$ cat config.mk
export PLATFORM = sky130hd
export DESIGN_NAME = remote_bus_command_parser
export DESIGN_NICKNAME = d
export VERILOG_FILES = /design/src/core/remote_bus_pkg.sv /design/src/core/remote_bus_command_parser.sv
export SDC_FILE = /design/constraint.sdc
export NUM_CORES = 1
export LEC_CHECK = 0
export BUFFER_PORTS_ARGS = -buffer_cell sky130_fd_sc_hd__buf_2
export CAP_MARGIN = 20
export CELL_PAD_IN_SITES_DETAIL_PLACEMENT = 0
export CELL_PAD_IN_SITES_GLOBAL_PLACEMENT = 1
export CORE_MARGIN = 3
export CORE_UTILIZATION = 49
export DETAILED_ROUTE_END_ITERATION = 8
export HOLD_SLACK_MARGIN = 0.08
export PLACE_DENSITY = 0.89
export SYNTH_ARGS = -nofsm -noshare
export SYNTH_HDL_FRONTEND = slang
export SYNTH_SLANG_ARGS = --single-unit
$ cat constraint.sdc
create_clock -name i_clock -period 18 [get_ports i_clock]
set_input_delay 0.9 -clock i_clock [delete_from_list [all_inputs] [get_ports i_clock]]
set_output_delay 0.9 -clock i_clock [all_outputs]
set_load 0.005 [all_outputs]
$ cat src/core/remote_bus_pkg.sv
// constants, types and keyword table of the remote bus command parser
package remote_bus_pkg;
  localparam int KW_MAX = 10;
  localparam int PATH_DEPTH = 4;
  localparam int NKW = 13;
  localparam logic [4:0] DEF_ADDR = 5'h03;
  localparam logic [4:0] ADDR_MAX = 5'h1e;
  localparam logic DEF_TALK_ONLY = 1'b0;
  localparam logic [1:0] CHAN_DEFAULT = 2'h1;
  localparam logic [1:0] CHAN_TWO = 2'h2;
  localparam logic [3:0] KLEN_ONE = 4'h1;
  localparam logic [2:0] DEPTH_ONE = 3'h1;

  // ascii codes
  localparam logic [7:0] CH_STAR = 8'h2a;
  localparam logic [7:0] CH_COLON = 8'h3a;
  localparam logic [7:0] CH_HEADER_PARAMETER_GAP = 8'h20;
  localparam logic [7:0] CH_COMMA = 8'h2c;
  localparam logic [7:0] CH_SEMI = 8'h3b;
  localparam logic [7:0] CH_QUERY = 8'h3f;
  localparam logic [7:0] CH_LF = 8'h0a;
  localparam logic [7:0] CH_DIG0 = 8'h30;
  localparam logic [7:0] CH_DIG1 = 8'h31;
  localparam logic [7:0] CH_DIG2 = 8'h32;
  localparam logic [7:0] CH_DIG9 = 8'h39;
  localparam logic [7:0] CH_UP_A = 8'h41;
  localparam logic [7:0] CH_UP_Z = 8'h5a;
  localparam logic [7:0] CH_LO_A = 8'h61;
  localparam logic [7:0] CH_LO_Z = 8'h7a;
  localparam logic [7:0] CASE_OFFSET = 8'h20;

  typedef enum logic [3:0] {
    KW_NONE, KW_SENSE, KW_FREQ, KW_ARM, KW_STOP, KW_SOURCE, KW_INPUT,
    KW_COUPLING, KW_CALC, KW_RST, KW_IDN, KW_CLS, KW_RCL
  } kw_id_t;

  // full spellings, right-justified: last letter in bits 7:0
  localparam logic [79:0] KW_TEXT [NKW] = '{
    80'h0, "SENSE", "FREQUENCY", "ARM", "STOP", "SOURCE", "INPUT",
    "COUPLING", "CALCULATE", "RST", "IDN", "CLS", "RCL"};
  localparam logic [3:0] KW_FULL_LEN [NKW] = '{
    4'h0, 4'h5, 4'h9, 4'h3, 4'h4, 4'h6, 4'h5, 4'h8, 4'h9, 4'h3, 4'h3, 4'h3, 4'h3};
  localparam logic [3:0] KW_SHORT_LEN [NKW] = '{
    4'h0, 4'h4, 4'h4, 4'h3, 4'h4, 4'h4, 4'h3, 4'h4, 4'h4, 4'h3, 4'h3, 4'h3, 4'h3};
  // bit n set: keyword n is a child of the optional root keyword
  localparam logic [NKW-1:0] KW_SENSE_CHILD = 13'h0004;
  localparam logic [NKW-1:0] KW_SUFFIX_OK = 13'h0040;
  localparam logic [NKW-1:0] KW_COMMON = 13'h1e00;

  typedef enum logic [1:0] {P_HDR, P_PARAM, P_SKIP} parse_st_t;
  typedef enum logic [1:0] {ERR_NONE, ERR_KEYWORD, ERR_SYNTAX, ERR_OVERFLOW} err_t;

  typedef struct packed {
    kw_id_t id;
    logic [1:0] chan;
    logic sfx;
  } kw_hit_t;

  typedef struct packed {
    logic common;
    logic query;
    logic [1:0] chan;
    logic [2:0] depth;
    kw_id_t [PATH_DEPTH-1:0] path;
  } hdr_t;

  typedef struct packed {
    parse_st_t st;
    logic talk_only;
    logic [4:0] addr;
    logic remote;
    logic [2:0] key_sync;
    logic [KW_MAX-1:0][7:0] kbuf;
    logic [3:0] klen;
    logic seen;
    hdr_t hdr;
    hdr_t hdr_out;
    logic hdr_valid;
    logic [7:0] param_byte;
    logic param_valid;
    logic param_sep;
    logic msg_end;
    logic err;
    err_t err_code;
    logic refused;
    logic panel_valid;
    logic [7:0] panel_code;
  } state_t;
endpackage

$ cat src/core/remote_bus_command_parser.sv
// bus mode/address store, remote/local control and program message parser
// Summary of operation
// - address 0..30 selects addressed talk/listen; commands accepted, data returned
// - talk-only mode transmits to a printer and refuses every incoming byte
// - factory default: addressed mode, bus address 3
// - mode and address survive remote interface clear; power-up reset restores the factory default
// - power-up lands in local state with the front panel in charge
// - in remote state front-panel setting changes are dropped
// - local key returns to local only without local lockout
// - leading asterisk marks a common command; parameter follows a space
// - headers, data and terminators arrive as ascii bytes, parsed in order
// - colon separates a keyword from the next lower keyword
// - each keyword accepted in short or full spelling
// - any other spelling is rejected with an error
// - keyword matching ignores letter case
// - an omitted optional keyword is treated as present
// - missing channel suffix selects channel 1; suffix may be 1 or 2
`timescale 1ns/100ps
`default_nettype none
module remote_bus_command_parser #(
  parameter logic [4:0] FACTORY_ADDR = remote_bus_pkg::DEF_ADDR
) (
  input wire logic i_clock, // 40 MHz system clock
  input wire logic i_sys_rst, // async reset, active high (power-up)
  input wire logic i_rx_valid, // received bus byte strobe
  input wire logic [7:0] i_rx_byte, // received bus byte
  input wire logic i_rx_eoi, // end-or-identify with this byte
  output logic o_rx_ready, // bytes are accepted
  output logic o_rx_refused, // byte dropped in talk-only mode
  input wire logic i_cfg_store, // panel enter: store mode/address
  input wire logic i_cfg_talk_only, // requested talk-only mode
  input wire logic [4:0] i_cfg_addr, // requested bus address
  output logic o_talk_only, // talk-only mode active
  output logic [4:0] o_bus_addr, // stored bus address
  output logic o_listen_enable, // device may be addressed to listen
  input wire logic i_ren, // remote enable from bus logic
  input wire logic i_listen_addressed, // addressed to listen
  input wire logic i_llo, // local lockout in effect
  input wire logic i_local_key, // local-return key pin
  output logic o_remote, // remote state
  input wire logic i_panel_valid, // front-panel setting change
  input wire logic [7:0] i_panel_code, // setting change code
  output logic o_panel_valid, // forwarded setting change
  output logic [7:0] o_panel_code, // forwarded code
  output remote_bus_pkg::hdr_t o_hdr, // parsed header
  output logic o_hdr_valid, // header complete pulse
  output logic [7:0] o_param_byte, // parameter byte
  output logic o_param_valid, // parameter byte pulse
  output logic o_param_sep, // comma between parameters pulse
  output logic o_msg_end, // message terminator pulse
  output logic o_error, // parse error pulse
  output remote_bus_pkg::err_t o_error_code // kind of error
);
  import remote_bus_pkg::*;

  if (FACTORY_ADDR > ADDR_MAX) begin : g_addr_check
    $error("factory bus address out of range");
  end

  state_t s_q;
  state_t s_d;

  function automatic logic [7:0] to_upper(input logic [7:0] c);
    if (c >= CH_LO_A && c <= CH_LO_Z) begin
      return c - CASE_OFFSET;
    end
    return c;
  endfunction

  function automatic logic is_word_char(input logic [7:0] c);
    return (c >= CH_UP_A && c <= CH_UP_Z) || (c >= CH_DIG0 && c <= CH_DIG9);
  endfunction

  // short or full spelling only; prefixes of other lengths miss
  function automatic kw_id_t kw_lookup(input logic [KW_MAX-1:0][7:0] kb, input logic [3:0] kl);
    kw_id_t id;
    logic ok;
    id = KW_NONE;
    for (int i = 1; i < NKW; i++) begin
      ok = (kl == KW_FULL_LEN[i]) || (kl == KW_SHORT_LEN[i]);
      for (int k = 0; k < KW_MAX; k++) begin
        if (k < int'(kl) && k < int'(KW_FULL_LEN[i])) begin
          if (kb[k] != KW_TEXT[i][(int'(KW_FULL_LEN[i]) - 1 - k) * 8 +: 8]) begin
            ok = 1'b0;
          end
        end
      end
      if (ok) begin
        id = kw_id_t'(i);
      end
    end
    return id;
  endfunction

  function automatic kw_hit_t kw_resolve(input logic [KW_MAX-1:0][7:0] kb, input logic [3:0] kl);
    kw_hit_t r;
    kw_id_t stripped;
    logic [7:0] last;
    r.id = kw_lookup(kb, kl);
    r.chan = CHAN_DEFAULT;
    r.sfx = 1'b0;
    last = kb[kl - KLEN_ONE];
    if (kl > KLEN_ONE && (last == CH_DIG1 || last == CH_DIG2)) begin
      stripped = kw_lookup(kb, kl - KLEN_ONE);
      if (KW_SUFFIX_OK[stripped]) begin
        r.id = stripped;
        r.sfx = 1'b1;
        r.chan = (last == CH_DIG2) ? CHAN_TWO : CHAN_DEFAULT;
      end
    end
    return r;
  endfunction

  always_comb begin
    hdr_t h;
    kw_hit_t hit;
    logic [KW_MAX-1:0][7:0] kb;
    logic [3:0] kl;
    logic [7:0] c;
    logic term;
    logic bad;
    logic close;
    h = s_q.hdr;
    hit = '0;
    kb = s_q.kbuf;
    kl = s_q.klen;
    c = to_upper(i_rx_byte);
    term = (i_rx_byte == CH_LF) || i_rx_eoi;
    bad = 1'b0;
    close = 1'b0;
    s_d = s_q;
    s_d.hdr_valid = 1'b0;
    s_d.param_valid = 1'b0;
    s_d.param_sep = 1'b0;
    s_d.msg_end = 1'b0;
    s_d.err = 1'b0;
    s_d.refused = 1'b0;
    s_d.panel_valid = 1'b0;

    // an out-of-range address with addressed mode is not taken; the stored pair stays as it was
    if (i_cfg_store && (i_cfg_talk_only || i_cfg_addr <= ADDR_MAX)) begin
      s_d.talk_only = i_cfg_talk_only;
      s_d.addr = i_cfg_addr;
    end

    s_d.key_sync = {s_q.key_sync[1:0], i_local_key};
    if (s_q.talk_only || !i_ren) begin
      s_d.remote = 1'b0;
    end else if (i_listen_addressed) begin
      s_d.remote = 1'b1;
    end else if (s_q.key_sync[1] && !s_q.key_sync[2] && !i_llo) begin
      s_d.remote = 1'b0;
    end

    if (i_panel_valid && !s_q.remote) begin
      s_d.panel_valid = 1'b1;
      s_d.panel_code = i_panel_code;
    end

    if (i_rx_valid && s_q.talk_only) begin
      s_d.refused = 1'b1;
    end else if (i_rx_valid) begin
      case (s_q.st)
        P_HDR: begin
          if (c == CH_STAR && !s_q.seen) begin
            h.common = 1'b1;
          end else if (is_word_char(c)) begin
            if (int'(kl) < KW_MAX) begin
              kb[kl] = c;
              kl = kl + KLEN_ONE;
            end else begin
              bad = 1'b1;
              s_d.err_code = ERR_OVERFLOW;
            end
          end else if (c == CH_COLON) begin
            close = 1'b1;
            if (h.common) begin
              bad = 1'b1;
              s_d.err_code = ERR_SYNTAX;
            end
          end else if (c == CH_QUERY) begin
            close = 1'b1;
            h.query = 1'b1;
          end else if (c == CH_HEADER_PARAMETER_GAP || c == CH_SEMI || term) begin
            close = 1'b1;
          end else begin
            bad = 1'b1;
            s_d.err_code = ERR_SYNTAX;
          end
          close = (close || term) && !bad;
          if (close && kl != '0) begin
            hit = kw_resolve(kb, kl);
            if (hit.id != KW_NONE && KW_COMMON[hit.id] == h.common && int'(h.depth) < PATH_DEPTH) begin
              h.path[h.depth] = hit.id;
              h.depth = h.depth + DEPTH_ONE;
              if (hit.sfx) begin
                h.chan = hit.chan;
              end
            end else begin
              bad = 1'b1;
              s_d.err_code = ERR_KEYWORD;
            end
            kl = '0;
          end
          s_d.seen = 1'b1;
          s_d.kbuf = kb;
          s_d.klen = kl;
          s_d.hdr = h;
          if (bad) begin
            s_d.err = 1'b1;
            s_d.st = P_SKIP;
          end else if (close && (c == CH_HEADER_PARAMETER_GAP || c == CH_SEMI || term)) begin
            // root left out: insert it so the path reads as if it was sent
            if (h.depth != '0 && KW_SENSE_CHILD[h.path[0]] && int'(h.depth) < PATH_DEPTH) begin
              h.path = {h.path[PATH_DEPTH-2:0], KW_SENSE};
              h.depth = h.depth + DEPTH_ONE;
            end
            s_d.hdr_out = h;
            s_d.hdr_valid = h.depth != '0;
            s_d.hdr = '0;
            s_d.hdr.chan = CHAN_DEFAULT;
            s_d.seen = 1'b0;
            if (c == CH_HEADER_PARAMETER_GAP && !term) begin
              s_d.st = P_PARAM;
            end
          end
          if (term) begin
            s_d.msg_end = 1'b1;
            s_d.st = P_HDR;
            s_d.hdr = '0;
            s_d.hdr.chan = CHAN_DEFAULT;
            s_d.seen = 1'b0;
            s_d.klen = '0;
          end
        end
        P_PARAM: begin
          // quoted strings holding ';' or ',' are not recognised as such
          if (i_rx_byte == CH_LF) begin
            s_d.msg_end = 1'b1;
            s_d.st = P_HDR;
          end else if (i_rx_byte == CH_COMMA) begin
            s_d.param_sep = 1'b1;
          end else if (i_rx_byte == CH_SEMI) begin
            s_d.st = P_HDR;
          end else begin
            s_d.param_valid = 1'b1;
            s_d.param_byte = i_rx_byte;
          end
          if (i_rx_eoi) begin
            s_d.msg_end = 1'b1;
            s_d.st = P_HDR;
          end
        end
        P_SKIP: begin
          if (term) begin
            s_d.msg_end = 1'b1;
            s_d.st = P_HDR;
            s_d.hdr = '0;
            s_d.hdr.chan = CHAN_DEFAULT;
            s_d.seen = 1'b0;
            s_d.klen = '0;
          end
        end
        default: begin
          s_d.st = P_HDR;
        end
      endcase
    end
  end

  // only power-up reset reaches mode/address; there is no interface-clear input
  always_ff @(posedge i_clock or posedge i_sys_rst) begin
    if (i_sys_rst) begin
      s_q <= '0;
      s_q.talk_only <= DEF_TALK_ONLY;
      s_q.addr <= FACTORY_ADDR;
      s_q.remote <= 1'b0;
      s_q.hdr.chan <= CHAN_DEFAULT;
      s_q.st <= P_HDR;
      s_q.err_code <= ERR_NONE;
    end else begin
      s_q <= s_d;
    end
  end

  assign o_rx_ready = !s_q.talk_only;
  assign o_rx_refused = s_q.refused;
  assign o_talk_only = s_q.talk_only;
  assign o_bus_addr = s_q.addr;
  assign o_listen_enable = !s_q.talk_only;
  assign o_remote = s_q.remote;
  assign o_panel_valid = s_q.panel_valid;
  assign o_panel_code = s_q.panel_code;
  assign o_hdr = s_q.hdr_out;
  assign o_hdr_valid = s_q.hdr_valid;
  assign o_param_byte = s_q.param_byte;
  assign o_param_valid = s_q.param_valid;
  assign o_param_sep = s_q.param_sep;
  assign o_msg_end = s_q.msg_end;
  assign o_error = s_q.err;
  assign o_error_code = s_q.err_code;
endmodule
`default_nettype wire

==> flow_summary.ini <==
[status]
outcome = completed

[sta]
hold_ws_ns = 0.356
finalSetupTns_ns = 0
layout_worst_path_cycle_share = 0.475
relSlewSlack = 0.242
final-setup-viol-count = 0
rsz0062_at_grt = no
hold_viol = 0
fmax_ghz = 0.117
final.min_clock_period_ns = 8.55
finClkSkew_ns = 0.0115
tightestPinTransition_ns = 1.13
maxSlewViolCount = 0

[layout]
n_fill_cell = 2135
syn2layout_area_growth_pct = 7.40
n_antenna_cell = 0
drive_above_1_share = 0.195
multi_input_area_um2 = 6500
regArea_um2 = 4210
num-nets-final = 1334

[hold_path]
worstHoldStart = s_d[157]
hp-class = reg -> reg
holdPathStages = 0

[yosys]
synth-main-ff-cell = dfrtp_1
syn_area_um2 = 11500
ys_ff_latch = 168
synthCells = 1282
synth-async-reset-ratio = 1.00
synthesis.nets = 1334
synth_edf_count = 0
ys_types = 101
yosysWarnings = 0
synth_area_per_cell_um2 = 8.96
synth-seq-area-share = 0.366

[critical_path]
cp.arrival_ns = 8.91
cp-endpoint = o_hdr[14]
rr_startpoint = s_q[74]
rr_endpoint = o_hdr[14]
r2r_cells = 23
crit_path_max_incr_delay_ns = 1.05
path_max_fanout = 31
end_kind = flop
startpoint = i_rx_byte[4]
path_cells = buf_2 > and3b_1 > nand2_1 > o22ai_4 > mux2i_1 > inv_1 > ha_1 > o21ai_0 > nor2_1 > o32a_1 > or3_1 > a311oi_2 > xnor2_1 > o21ai_2 > or2_1 > mux2_4 > and2_1 > a21o_1 > inv_1 > ha_1 > nor3_1 > nand4_2 > mux2_2 > a31oi_1
start_kind = input port
crit_required_ns = 18.36
reg2reg_setup_slack_ns = 10.11
criticalPathCategory = in -> reg
cpMaxStageDelayCell = ha_1

[route]
wl_per_cell_um = 24.3
drt_wl_total_um = 39000
ant_nets = 0
drcViolationCount = 0
dr_total_vias = 10500
drt_first_pass_iters = 6
drtIter0Drc = 1328
via_per_inst = 6.53

[floorplan]
coreArea_um2 = 22800
initial_utilization = 0.503
io_pins = 89
die_y_um = 159
die_area_um2 = 25300
num_rows = 55
die_x_um = 159

[clock_network]
cts_sinks = 168
post_cts_buffers = 0
cts_hold_buf = 0
clockBufferDepth = 2
cts_htree_levels = 4
cts_buffers = 17
cts_resized = 0
cts_tree = done
clk_pin_slew_ns = 0.07
root_buffer = clkbuf_16
clk_latency_ns = 0.44

[power]
p_leak_nw = 5.20
worst_ir_drop_vdd_uv = 59.2
p_per_area_nw_per_um2 = 78.4
power.total_mw = 0.967

[grt]
grt_pass1_vias = 10200
grt_max_degree = 95
grt_overflow = 0
grt_pass1_wl_um = 60700
antenna_found_initial = 0
grt_util_all_layers = 0.305

[flow_run]
maxCapViolations = 0

[place]
dp_hpwl_um = 29100
gp_congestion = 1.01
port_buffers = 88
power breakdown:
part | switching, mW | internal [mW] | total, mW
registers | 0.0233 | 0.402 | 0.425
logic | 0.112 | 0.0624 | 0.175
clock network | 0.179 | 0.187 | 0.367
total | 0.315 | 0.652 | 0.967
cells in the final DEF, fill, tap and decap left out, drive strengths merged, types with 11 or more instances in the layout:
cell / instances
a21o: 11
nor2: 83
nand4: 18
nand2: 157
mux2: 76
nor4b: 13
o211ai: 17
nor4: 12
a21oi: 43
nor3: 45
clkbuf: 18
nor2b: 16
o21ai: 111
a31oi: 11
nand2b: 17
mux2i: 33
a211oi: 17
and2: 19
buf: 105
inv: 31
or3: 16
ha: 20
nand3b: 12
nand3: 33
dfrtp: 165
o22ai: 11
flip-flops by register name, summed over array words and instances (netlist names), 2 cells and up:
name,count
o_hdr,23
o_error_code,2
o_bus_addr,5
o_panel_code,8
o_param_byte,8
s_q,111
s_d,2
cell type report:
cell class,count,share of cell area
well taps,313,0.0318
clock inverters,14,0.0110
multi-input cells,966,0.527
clock buffers,18,0.0356
inverters,24,0.00771
repair buffers,105,0.0461
flip-flops and latches,168,0.341
Yosys cell counts, types with 5 or more instances:
cell,n,area [um2]
o311ai_0,5,43.8
mux2i_1,33,330
nand4_1,17,106
nor4b_1,13,114
and3b_1,6,52.6
mux2_2,69,777
clkbuf_1,55,206
o22ai_1,9,56.3
o2111ai_1,8,70.1
mux2_4,6,90.1
o221ai_1,7,61.3
nor2_1,82,308
o211ai_1,17,128
a21o_1,11,82.6
or3_1,15,93.8
a32oi_1,6,52.6
o21ai_1,20,100
nor2b_1,16,100
dfrtp_1,165,4130
a21oi_1,41,205
a2111oi_0,5,43.8
buf_2,12,60.1
nand4b_1,7,61.3
nor3_1,44,220
nand3_1,32,160
nand2b_1,17,106
nor3b_1,6,45.0
o21ai_2,6,52.6
a211oi_1,17,128
a31oi_1,9,56.3
o21a_1,5,37.5
and2_1,19,119
ha_1,20,250
and3_1,9,56.3
a32o_1,6,60.1
inv_1,22,82.6
buf_4,52,390
o21ai_0,85,425
o31ai_1,6,45.0
nand3b_1,12,90.1
nand2_1,157,589
nor4_1,12,75.1
critical path, delay by kind of cell:
family | cells | cell delay (ns)
buffers and inverters | 3 | 0.74
adder cells (fa/ha/maj) | 2 | 1.25
multiplexers | 3 | 1.37
XOR/XNOR | 1 | 0.39
AND/OR/NAND/NOR | 8 | 2.45
AO/OA/AOI/OAI | 7 | 1.76
cells by family after synthesis:
family | Yosys count | synth area share
compound gates | 333 | 0.204
xor+xnor | 7 | 0.00763
mux | 109 | 0.105
flops | 168 | 0.366
simple gates | 497 | 0.226
fa+ha+maj | 20 | 0.0218
buf+inv | 148 | 0.0686
how the worst min path moves through the flow:
stage	end
global route	s_d[158]
detailed placement	s_d[158]
floorplan	s_d[158]
CTS	s_d[158]
finish	s_d[158]
global placement	s_d[158]
per-stage QoR:
step                      setup slack (ns)  instance area (um2)  cells   util
after global routing                  9.01                12300   1608  0.540
final                                 9.45                12300   1608  0.540
after floorplan                      10.53                11500   1282      -
after global placement                9.44                11800   1576  0.515
after detailed placement              9.22                11800   1576  0.515
after CTS                             9.65                12300   1608  0.540
per-layer routing:
metal	wire, um	global-route usage
met5	0	0
met4	2070	0.150
met2	17200	0.467
met1	16500	0.414
met3	3250	0.0609
No activity file was read; power rests on OpenSTA's default activity.
